[config.mk]
export PLATFORM = sky130hd
export DESIGN_NAME = swpc_top
export DESIGN_NICKNAME = d
export VERILOG_FILES = /design/src/hw/swpc_pkg.sv /design/src/hw/swpc_sync_if.sv /design/src/hw/swpc_sync.sv /design/src/hw/swpc_top.sv
export VERILOG_INCLUDE_DIRS = /design/src /design/src/hw
export SDC_FILE = /design/constraint.sdc
export NUM_CORES = 1
export LEC_CHECK = 0
export BUFFER_PORTS_ARGS = -buffer_cell sky130_fd_sc_hd__clkbuf_2
export CAP_MARGIN = 20
export CORE_MARGIN = 8
export CORE_UTILIZATION = 58
export DETAILED_ROUTE_END_ITERATION = 10
export PLACE_DENSITY = 0.86
export SYNTH_ARGS = -nofsm -noshare
export SYNTH_HDL_FRONTEND = slang
export SYNTH_SLANG_ARGS = --single-unit
[constraint.sdc]
create_clock -name clk -period 2.99 [get_ports clk]
set_input_delay 0.1495 -clock clk [delete_from_list [all_inputs] [get_ports clk]]
set_output_delay 0.1495 -clock clk [all_outputs]
set_load 0.02 [all_outputs]
[src/hw/swpc_consts.svh]
// constants of the sleep, wake and reset controller
// assumes a 40 MHz system clock
`ifndef SWPC_CONSTS_SVH
`define SWPC_CONSTS_SVH
`define SWPC_CLK_MHZ 40
`define SWPC_SHALLOW_WAKE_NS 1000
`define SWPC_SHALLOW_WAKE_CYC ((`SWPC_SHALLOW_WAKE_NS*`SWPC_CLK_MHZ)/1000)
`define SWPC_DEEP_WAKE_NS 7000
// load plus two sync and two state steps keeps pin-to-ready under 7 us
`define SWPC_DEEP_WAKE_CYC ((`SWPC_DEEP_WAKE_NS*`SWPC_CLK_MHZ)/1000 - 5)
`define SWPC_RST_PULSE_CYC 16
`define SWPC_RTC_STABLE_MS 2000
`define SWPC_RTC_STABLE_CYC (`SWPC_RTC_STABLE_MS*`SWPC_CLK_MHZ*1000)
`define SWPC_RTC_DIV 1220
`define SWPC_ADDR_CTRL 12'h000
`define SWPC_ADDR_STAT 12'h004
`define SWPC_ADDR_WAKE 12'h008
`define SWPC_ADDR_INT 12'h00C
`define SWPC_CTRL_SLEEP_EN 0
`define SWPC_CTRL_DEEP_REQ 1
`define SWPC_CTRL_WAKEPIN_EN 2
`define SWPC_CTRL_RESET 32'h0000_0000
`define SWPC_NUM_GPIO 16
`endif

[src/hw/swpc_pkg.sv]
// types of the sleep, wake and reset controller
// assumes nothing beyond the constants header
package swpc_pkg;
    typedef enum logic [2:0] {
        SWPC_ACTIVE = 3'b000,
        SWPC_SHALLOW = 3'b001,
        SWPC_DEEP = 3'b010,
        SWPC_WAKING = 3'b011
    } swpc_state_e;
    typedef logic [15:0] swpc_gpio_t;
endpackage : swpc_pkg

[src/hw/swpc_sync_if.sv]
// interface carrying raw pins and their synchronised copies
// assumes one clock domain
`timescale 1ns/100ps
`default_nettype none
interface swpc_sync_if;
    logic [19:0] raw;
    logic [19:0] synced;
    modport src (output raw, input synced);
    modport dst (input raw, output synced);
endinterface : swpc_sync_if
`default_nettype wire

[src/hw/swpc_sync.sv]
// two flip-flop synchroniser for the wake, radio, rtc and reset pins
// assumes pins are quiet levels, not pulses shorter than two cycles
`timescale 1ns/100ps
`default_nettype none
module swpc_sync (
    // clock and reset
    input wire logic clk,
    input wire logic rst_n,
    // pins in, synced out
    swpc_sync_if.dst sif
);
    logic [19:0] meta_reg;
    logic [19:0] sync_reg;
    // first stage is read only by the second stage
    always_ff @(posedge clk or negedge rst_n) begin
        if (!rst_n) begin
            meta_reg <= 20'h00000;
            sync_reg <= 20'h00000;
        end else begin
            meta_reg <= sif.raw;
            sync_reg <= meta_reg;
        end
    end
    assign sif.synced = sync_reg;
endmodule : swpc_sync
`default_nettype wire

[src/hw/swpc_top.sv]
// sleep, wake and reset control of a wireless module
// assumes pins are asynchronous and software reaches registers over APB
// Functional notes
// - shallow sleep halts only the core and resumes within 1 us.
// - deep sleep stops system clocks and the serial port.
// - leaving deep sleep waits under 7 us before data is accepted.
// - deep sleep ends on wake pin, gpio irq, radio or rtc irq.
// - while the wake pin is high no sleep state is entered.
// - a gpio wake lasts only until its handler completes.
// - only one gpio may be the wake pin; others keep interrupts.
// - there is no command that wakes the device from deep sleep.
// - ram contents are retained in every power state.
// - reset comes from the pin, power-up or the watchdog.
// - an internal reset briefly pulls the reset pin low.
// - boot select high at reset release selects recovery mode.
// - clocks follow a 32.768 kHz rtc that needs two seconds to settle.
// - a gpio irq channel is one pin number on only one of two ports.
`timescale 1ns/100ps
`default_nettype none
`include "swpc_consts.svh"
module swpc_top #(
    parameter int unsigned RTC_STABLE_CYC = `SWPC_RTC_STABLE_CYC,
    parameter int unsigned WDOG_CYC = 32'd40000000
) (
    // clock and reset
    input wire logic clk,
    input wire logic rst_n,
    // apb slave
    input wire logic psel,
    input wire logic penable,
    input wire logic pwrite,
    input wire logic [11:0] paddr,
    input wire logic [31:0] pwdata,
    output logic [31:0] prdata,
    output logic pready,
    output logic pslverr,
    // wake sources
    input wire logic [15:0] gpio_port_a,
    input wire logic [15:0] gpio_port_b,
    input wire logic radio_active,
    input wire logic rtc_alarm,
    input wire logic handler_done,
    // reset pin, open drain
    input wire logic reset_pin_in,
    output logic reset_pin_out,
    output logic reset_pin_oe,
    input wire logic boot_select,
    // power controls
    output logic core_halt,
    output logic sys_clk_en,
    output logic uart_en,
    output logic uart_ready,
    output logic ram_retain,
    output logic recovery_mode,
    output logic rtc_stable,
    output logic rtc_tick,
    output logic cpu_rst_n
);
    import swpc_pkg::*;
    ////////////////////////////////////////////////////////////////////////
    // pin synchronisation
    swpc_sync_if sif ();
    logic [3:0] wake_sel_reg, wake_sel_next;
    logic [15:0] irq_en_reg, irq_en_next;
    logic [15:0] port_sel_reg, port_sel_next;
    logic [2:0] ctrl_reg, ctrl_next;
    logic [15:0] irq_pend_reg, irq_pend_next;
    logic [15:0] gpio_prev_reg;
    swpc_gpio_t gpio_mux;
    logic wake_pin, radio_s, rtc_s, rpin_s, boot_s;
    // wake pin is one gpio of port a chosen by software
    assign sif.raw = {gpio_port_a[wake_sel_reg] & ctrl_reg[2], radio_active,
                      rtc_alarm, reset_pin_in, 16'h0000};
    swpc_sync u_sync (
        .clk(clk),
        .rst_n(rst_n),
        .sif(sif)
    );
    assign wake_pin = sif.synced[19];
    assign radio_s = sif.synced[18];
    assign rtc_s = sif.synced[17];
    assign rpin_s = sif.synced[16];
    // gpio ports go through their own two-stage chain
    logic [15:0] ga_m, ga_s, gb_m, gb_s;
    always_ff @(posedge clk or negedge rst_n) begin
        if (!rst_n) begin
            ga_m <= 16'h0000;
            ga_s <= 16'h0000;
            gb_m <= 16'h0000;
            gb_s <= 16'h0000;
        end else begin
            ga_m <= gpio_port_a;
            ga_s <= ga_m;
            gb_m <= gpio_port_b;
            gb_s <= gb_m;
        end
    end
    // per channel one port only, picked by port_sel
    assign gpio_mux = (ga_s & ~port_sel_reg) | (gb_s & port_sel_reg);
    ////////////////////////////////////////////////////////////////////////
    // reset sources
    logic [31:0] wdog_reg, wdog_next;
    logic [4:0] ipulse_reg, ipulse_next;
    logic por_done_reg;
    logic int_rst;
    logic wdog_kick;
    assign int_rst = (wdog_reg == WDOG_CYC - 32'd1) || !por_done_reg;
    always_comb begin
        wdog_next = (wdog_kick || int_rst) ? 32'h0000_0000 : wdog_reg + 32'd1;
        ipulse_next = int_rst ? 5'(`SWPC_RST_PULSE_CYC) :
                      (ipulse_reg != 5'h00 ? ipulse_reg - 5'h01 : 5'h00);
    end
    always_ff @(posedge clk or negedge rst_n) begin
        if (!rst_n) begin
            wdog_reg <= 32'h0000_0000;
            ipulse_reg <= 5'h00;
            por_done_reg <= 1'b0;
        end else begin
            wdog_reg <= wdog_next;
            ipulse_reg <= ipulse_next;
            por_done_reg <= 1'b1;
        end
    end
    // internal reset pulls the pin low; oe low means driving
    assign reset_pin_out = 1'b0;
    assign reset_pin_oe = (ipulse_reg == 5'h00);
    // core reset from pin, power-up or watchdog pulse
    assign cpu_rst_n = rpin_s && (ipulse_reg == 5'h00);
    // boot select caught at release of core reset
    logic boot_m, rec_reg, cpu_rst_d;
    always_ff @(posedge clk or negedge rst_n) begin
        if (!rst_n) begin
            boot_m <= 1'b0;
            boot_s <= 1'b0;
            rec_reg <= 1'b0;
            cpu_rst_d <= 1'b0;
        end else begin
            boot_m <= boot_select;
            boot_s <= boot_m;
            cpu_rst_d <= cpu_rst_n;
            if (cpu_rst_n && !cpu_rst_d) begin
                rec_reg <= boot_s;
            end
        end
    end
    assign recovery_mode = rec_reg;
    ////////////////////////////////////////////////////////////////////////
    // rtc tick and settle counter
    logic [10:0] rdiv_reg, rdiv_next;
    logic [31:0] rstab_reg, rstab_next;
    always_comb begin
        rdiv_next = (rdiv_reg == 11'(`SWPC_RTC_DIV - 1)) ? 11'h000 :
                    rdiv_reg + 11'h001;
        rstab_next = (rstab_reg == RTC_STABLE_CYC) ? rstab_reg :
                     rstab_reg + 32'd1;
    end
    always_ff @(posedge clk or negedge rst_n) begin
        if (!rst_n) begin
            rdiv_reg <= 11'h000;
            rstab_reg <= 32'h0000_0000;
        end else begin
            rdiv_reg <= rdiv_next;
            rstab_reg <= rstab_next;
        end
    end
    // tick approximates 32.768 kHz from 40 MHz, free running
    assign rtc_tick = (rdiv_reg == 11'h000);
    assign rtc_stable = (rstab_reg == RTC_STABLE_CYC);
    ////////////////////////////////////////////////////////////////////////
    // power state machine
    swpc_state_e state_reg, state_next;
    logic [8:0] wcnt_reg, wcnt_next;
    logic gpio_event, wake_event, handler_busy;
    assign gpio_event = |(gpio_mux & ~gpio_prev_reg & irq_en_reg);
    // no software source here: only hardware events wake
    assign wake_event = wake_pin || gpio_event || radio_s || rtc_s;
    assign handler_busy = |irq_pend_reg;
    always_comb begin
        state_next = state_reg;
        wcnt_next = wcnt_reg;
        case (state_reg)
            SWPC_ACTIVE: begin
                // halt core when idle and allowed; wake pin forbids sleep
                if (ctrl_reg[1] && ctrl_reg[0] && !wake_pin && !handler_busy
                        && !wake_event) begin
                    state_next = SWPC_DEEP;
                end else if (ctrl_reg[0] && !wake_pin && !handler_busy) begin
                    state_next = SWPC_SHALLOW;
                end
            end
            SWPC_SHALLOW: begin
                // one-cycle resume, well under 1 us
                if (wake_pin || handler_busy || gpio_event || !ctrl_reg[0]
                        || ctrl_reg[1]) begin
                    state_next = SWPC_ACTIVE;
                end
            end
            SWPC_DEEP: begin
                if (wake_event) begin
                    state_next = SWPC_WAKING;
                    wcnt_next = 9'(`SWPC_DEEP_WAKE_CYC);
                end
            end
            SWPC_WAKING: begin
                if (wcnt_reg == 9'h000) begin
                    state_next = SWPC_ACTIVE;
                end else begin
                    wcnt_next = wcnt_reg - 9'h001;
                end
            end
            default: begin
                state_next = SWPC_ACTIVE;
            end
        endcase
    end
    always_ff @(posedge clk or negedge rst_n) begin
        if (!rst_n) begin
            state_reg <= SWPC_ACTIVE;
            wcnt_reg <= 9'h000;
        end else begin
            state_reg <= state_next;
            wcnt_reg <= wcnt_next;
        end
    end
    // core stops in both sleeps and while waking; clocks stop only in deep, uart in deep and waking
    assign core_halt = (state_reg != SWPC_ACTIVE);
    assign sys_clk_en = (state_reg != SWPC_DEEP);
    assign uart_en = (state_reg == SWPC_ACTIVE) ||
                     (state_reg == SWPC_SHALLOW);
    // flow control follows uart_en, up in active and shallow sleep; host waits on it
    assign uart_ready = uart_en;
    assign ram_retain = 1'b1;
    ////////////////////////////////////////////////////////////////////////
    // pending handler flags: set wins over clear
    logic [15:0] irq_clr;
    always_comb begin
        irq_pend_next = (irq_pend_reg & ~irq_clr) |
                        (gpio_mux & ~gpio_prev_reg & irq_en_reg);
    end
    always_ff @(posedge clk or negedge rst_n) begin
        if (!rst_n) begin
            irq_pend_reg <= 16'h0000;
            gpio_prev_reg <= 16'h0000;
        end else begin
            irq_pend_reg <= irq_pend_next;
            gpio_prev_reg <= gpio_mux;
        end
    end
    ////////////////////////////////////////////////////////////////////////
    // apb slave, zero wait states
    logic wr, rd_ok;
    assign wr = psel && penable && pwrite;
    assign pready = 1'b1;
    assign rd_ok = (paddr == `SWPC_ADDR_CTRL) || (paddr == `SWPC_ADDR_STAT) ||
                   (paddr == `SWPC_ADDR_WAKE) || (paddr == `SWPC_ADDR_INT);
    assign pslverr = psel && penable && !rd_ok;
    assign wdog_kick = wr && (paddr == `SWPC_ADDR_CTRL);
    // handler completion clears pending; write of ones also clears
    always_comb begin
        irq_clr = 16'h0000;
        if (handler_done) begin
            irq_clr = 16'hFFFF;
        end else if (wr && paddr == `SWPC_ADDR_STAT) begin
            irq_clr = pwdata[15:0];
        end
    end
    always_comb begin
        ctrl_next = ctrl_reg;
        wake_sel_next = wake_sel_reg;
        irq_en_next = irq_en_reg;
        port_sel_next = port_sel_reg;
        if (wr && paddr == `SWPC_ADDR_CTRL) begin
            ctrl_next = pwdata[2:0];
        end else if (wr && paddr == `SWPC_ADDR_WAKE) begin
            wake_sel_next = pwdata[3:0];
        end else if (wr && paddr == `SWPC_ADDR_INT) begin
            irq_en_next = pwdata[15:0];
            port_sel_next = pwdata[31:16];
        end
    end
    always_ff @(posedge clk or negedge rst_n) begin
        if (!rst_n) begin
            ctrl_reg <= 3'h0;
            wake_sel_reg <= 4'h0;
            irq_en_reg <= 16'h0000;
            port_sel_reg <= 16'h0000;
            prdata <= 32'h0000_0000;
        end else begin
            ctrl_reg <= ctrl_next;
            wake_sel_reg <= wake_sel_next;
            irq_en_reg <= irq_en_next;
            port_sel_reg <= port_sel_next;
            if (psel && !penable && !pwrite) begin
                if (paddr == `SWPC_ADDR_CTRL) begin
                    prdata <= {29'h0, ctrl_reg};
                end else if (paddr == `SWPC_ADDR_STAT) begin
                    prdata <= {8'h00, 1'b0, state_reg, rtc_stable,
                               rec_reg, wake_pin, 1'b0, irq_pend_reg};
                end else if (paddr == `SWPC_ADDR_WAKE) begin
                    prdata <= {28'h0, wake_sel_reg};
                end else if (paddr == `SWPC_ADDR_INT) begin
                    prdata <= {port_sel_reg, irq_en_reg};
                end else begin
                    prdata <= 32'h0000_0000;
                end
            end
        end
    end
    ////////////////////////////////////////////////////////////////////////
    // checks
    property p_wake_no_sleep;
        @(posedge clk) disable iff (!rst_n)
        wake_pin && state_reg == SWPC_ACTIVE |=> state_reg == SWPC_ACTIVE;
    endproperty
    a_wake_no_sleep: assert property (p_wake_no_sleep)
        else $error("slept with wake pin high");
    property p_deep_delay;
        @(posedge clk) disable iff (!rst_n)
        state_reg == SWPC_DEEP && wake_event |=> !uart_en [*8];
    endproperty
    a_deep_delay: assert property (p_deep_delay)
        else $error("uart up too soon after deep");
    property p_deep_wake_bound;
        @(posedge clk) disable iff (!rst_n)
        state_reg == SWPC_DEEP && wake_event |-> ##[1:277] uart_en;
    endproperty
    a_deep_wake_bound: assert property (p_deep_wake_bound)
        else $error("deep wake too slow");
    property p_shallow_fast;
        @(posedge clk) disable iff (!rst_n)
        state_reg == SWPC_SHALLOW && (wake_pin || gpio_event) |=> !core_halt;
    endproperty
    a_shallow_fast: assert property (p_shallow_fast)
        else $error("shallow resume slow");
    property p_deep_uart;
        @(posedge clk) disable iff (!rst_n)
        state_reg == SWPC_DEEP |-> !uart_en && !sys_clk_en;
    endproperty
    a_deep_uart: assert property (p_deep_uart)
        else $error("uart alive in deep");
    property p_deep_entry;
        @(posedge clk) disable iff (!rst_n)
        $rose(state_reg == SWPC_DEEP) |-> $past(ctrl_reg[0] && !handler_busy);
    endproperty
    a_deep_entry: assert property (p_deep_entry)
        else $error("bad deep entry");
    property p_int_pulse;
        @(posedge clk) disable iff (!rst_n)
        rst_n && int_rst |=> !reset_pin_oe && !cpu_rst_n;
    endproperty
    a_int_pulse: assert property (p_int_pulse)
        else $error("internal reset not driven");
    property p_ram;
        @(posedge clk) disable iff (!rst_n) ram_retain;
    endproperty
    a_ram: assert property (p_ram)
        else $error("ram lost");
endmodule : swpc_top
`default_nettype wire

==> results by group <==
Routing
  – 1st-iter DRT viols: 950
  – Routed WL: 29600 um
  – DRT Pass-1 Iters: 7
  – Post-route ant nets: 0
  – Residual DRC: 0
  – Via count: 8395
  – Vias per cell: 6.10
  – Wire length per cell: 21.5 um

Floorplanning
  – DIE AREA: 23700 um^2
  – Die X: 154 um
  – Row cnt: 50
  – Initial core utilization: 59.1%
  – Core Area: 18600 um^2
  – I/O pins: 131
  – Die height: 154 um

Yosys
  – Ys Warns: 0
  – Mean Syn Cell Area: 12.0 um^2
  – Post-synthesis cell type count: 55
  – Asr flop ratio synth: 100%
  – Netlist Area Pre-Place: 11000 um^2
  – Synth Instances: 916
  – Sequential element share of the synthesized area: 61.6%
  – Ys flop type: dfrtp_1
  – FF+latch count, synth: 271
  – Post-synth EDFFs: 0

Cells and area
  – Nets@finish: 1216
  – Area growth, synth to finish: 23.5%
  – # fillers: 1122
  – Fin area: 13600 um^2
  – Share of layout cells above drive strength 1: 23.9%

CTS
  – CTS tree: built
  – Number of CTS-inserted buffers: 28
  – Number of setup buffers added after CTS: 0
  – Total clock sinks: 271
  – Clk buf depth: 3
  – Htree depth: 1
  – Clock Root Buffer: clkbuf_16
  – Clk pin slew, worst setup/hold paths: 0.06 ns
  – Worst skew pair latency: 0.54 ns

Power
  – Power density over the cells: 592 nW/um^2
  – Lkg Pwr: 6.37 nW
  – Peak supply drop: 0.417 mV

STA
  – Setup TNS: 0 ns
  – Fin. max-slew vios: 0
  – Crit share post-route: 89.9%
  – Period minus WS final: 2.69 ns
  – Worst-margin pin slew: 0.786 ns
  – Hold Slack: 0.152 ns
  – Setup-failing EPs final: 0
  – Post-Route Skew: 0.0163 ns
  – Worst setup margin: 0.301 ns
  – RSZ-0062 raised after global routing: no
  – Final hold violations: 0
  – Relative slew slack: 47.6%
  – Fmax: 372 MHz

Placed design
  – DP Area: 12000 um^2
  – Final HPWL from detailed placement: 18200 um
  – Final Wtd Congestion: 0.882
  – I/O Buffers: 127
  – Post-Place Setup Slack: 0.440 ns

Job
  – Maximum Capacitance Violations: 0

Global route
  – Vias in the first global route: 8776
  – Initial antenna violation count: 2
  – Largest net degree at the start of global routing: 101
  – First-pass GRT wire length: 47900 um
  – GRT Total Usage: 25.2%
  – Grt total ovfl: 0

Critical path
  – Largest driver fanout on the critical path: 5
  – Worst EP required: 2.84 ns
  – Setup crit end kind: output pin
  – WP data arrival: 2.54 ns
  – Crit path kind: flip-flop to output pin
  – Worst setup SP type: flip-flop

Hold path
  – Hold crit path type: input port to flip-flop

Outcome
  – Status: completed
## through the flow
| step | total power, mW | utilization, % | cells |
|---|---|---|---|
| 5_1_grt | 8.30 | 73.0 | 1377 |
| 4_1_cts | 8.06 | 73.0 | 1376 |
| 3_5_place_dp | 4.44 | 64.1 | 1258 |
| 2_1_floorplan | 4.17 | - | 918 |
| 3_3_place_gp | 4.42 | 64.1 | 1258 |
| 6_report | 8.05 | 73.0 | 1377 |
## cells by family after synthesis
| kind of cell | Yosys count | share of synthesized area [%] |
|---|---|---|
| AOI/OAI and AO/OA | 70 | 4.93 |
| xor gates and xnor gates | 74 | 5.88 |
| adders and majority gates | 7 | 0.795 |
| buffers and inverters | 65 | 2.45 |
| DFF | 271 | 61.6 |
| muxes | 63 | 7.17 |
| other | 2 | 0.0682 |
| and+or+nand+nor | 364 | 17.1 |
## final timing paths
path                              start            end  slack [ns]  depth (start not counted)
setup / recovery           rstab_reg[8]     rtc_stable        0.30                          4
hold / removal                paddr[10]      prdata[3]        0.15                          5
setup reg to reg            wdog_reg[0]   wdog_reg[23]        0.33                          6
hold reg to reg                 gb_m[9]        gb_s[9]        0.34                          0
max in group asynchronous         rst_n  rstab_reg[27]        1.90                          3
min in group asynchronous         rst_n       ga_m[14]        0.24                          2
## area by class of cell
type | count | area (um^2) | share of cell area [%]
Clock inverter | 11 | 148 | 1.09
Clock buffer | 38 | 808 | 5.94
Tap cell | 234 | 293 | 2.15
Antenna cell | 1 | 2.50 | 0.0184
Multi-Input combinational cell | 582 | 3990 | 29.3
Timing Repair Buffer | 211 | 1470 | 10.8
Sequential cell | 271 | 6780 | 49.8
Inverter | 29 | 109 | 0.800
## synthesized netlist by cell type, drive strengths merged (3+ instances only)
library cell  instances  share of area, %
nand4                23               1.3
clkbuf               23              0.78
xnor2                48               3.8
nand2b               11              0.62
and4                 12              0.98
xor2                 26               2.1
o311a                 3              0.27
o32ai                 4              0.32
nor2                 93               3.2
nor3b                 4              0.27
nand3b                3              0.20
ha                    7              0.80
a21oi                 7              0.32
inv                  28              0.95
nand3                37               1.7
nor4b                 8              0.64
or3                   3              0.17
mux4                  8               1.6
mux2                 44               4.5
and3                 13              0.74
nor4                 27               1.7
nand2                84               2.9
a221oi               17               1.4
nor3                 18              0.86
a31o                 18               1.4
mux2i                11               1.0
and2                  8              0.45
dfrtp               271                62
or2                   4              0.23
buf                  13              0.68
o21ai                11              0.50
and3b                 6              0.48
## metal layers
layer / track usage, % / vias to the layer above / wire length [um]
met5: 0 / - / 13
met4: 11.1 / 2 / 1360
met3: 5.44 / 115 / 2520
met2: 40.9 / 527 / 14400
met1: 32.5 / 4130 / 11400
li1: - / 3621 / -
## power by group
group	switching [mW]	internal [mW]
Sequential	0.0858	3.81
Combinational	0.328	0.241
Clock	1.44	2.15
## timing repair
item	CTS	global route
hold endpoints to repair	186	0
resized for setup	0	0
setup endpoints to repair	0	0
hold buffers	69	0
## cells in the final DEF, fill, tap and decap left out, types with 4 or more instances in the layout
cell type      synthesis  final
dfrtp_1              271    271
clkbuf_2               0    126
nor2_1                93     92
nand2_1               84     84
dlygate4sd3_1          0     69
xnor2_1               48     48
mux2_2                43     43
nand3_1               37     37
inv_1                 28     28
clkbuf_16              0     28
nor4_1                26     26
xor2_1                26     26
nand4_1               23     23
a31o_2                18     18
a221oi_1              17     17
nor3_1                17     16
and3_1                13     13
buf_4                  4     13
mux2i_1               11     11
nand2b_1              11     11
o21ai_0               11     11
and4_1                10     10
nor4b_1                8      8
and2_1                 8      8
mux4_2                 8      8
a21oi_1                7      7
ha_1                   7      7
clkbuf_8               0      7
and3b_1                6      6
clkinv_2               0      5
or2_2                  4      4
o32ai_1                4      4
conb_1                 2      4
## critical path: stages (launching register included)
cell and delay (ns):
dfrtp_1 0.42, or4_1 0.52, or4_4 0.50, nor4_4 0.31, clkbuf_2 0.25
(Power assumes the default switching activity.)
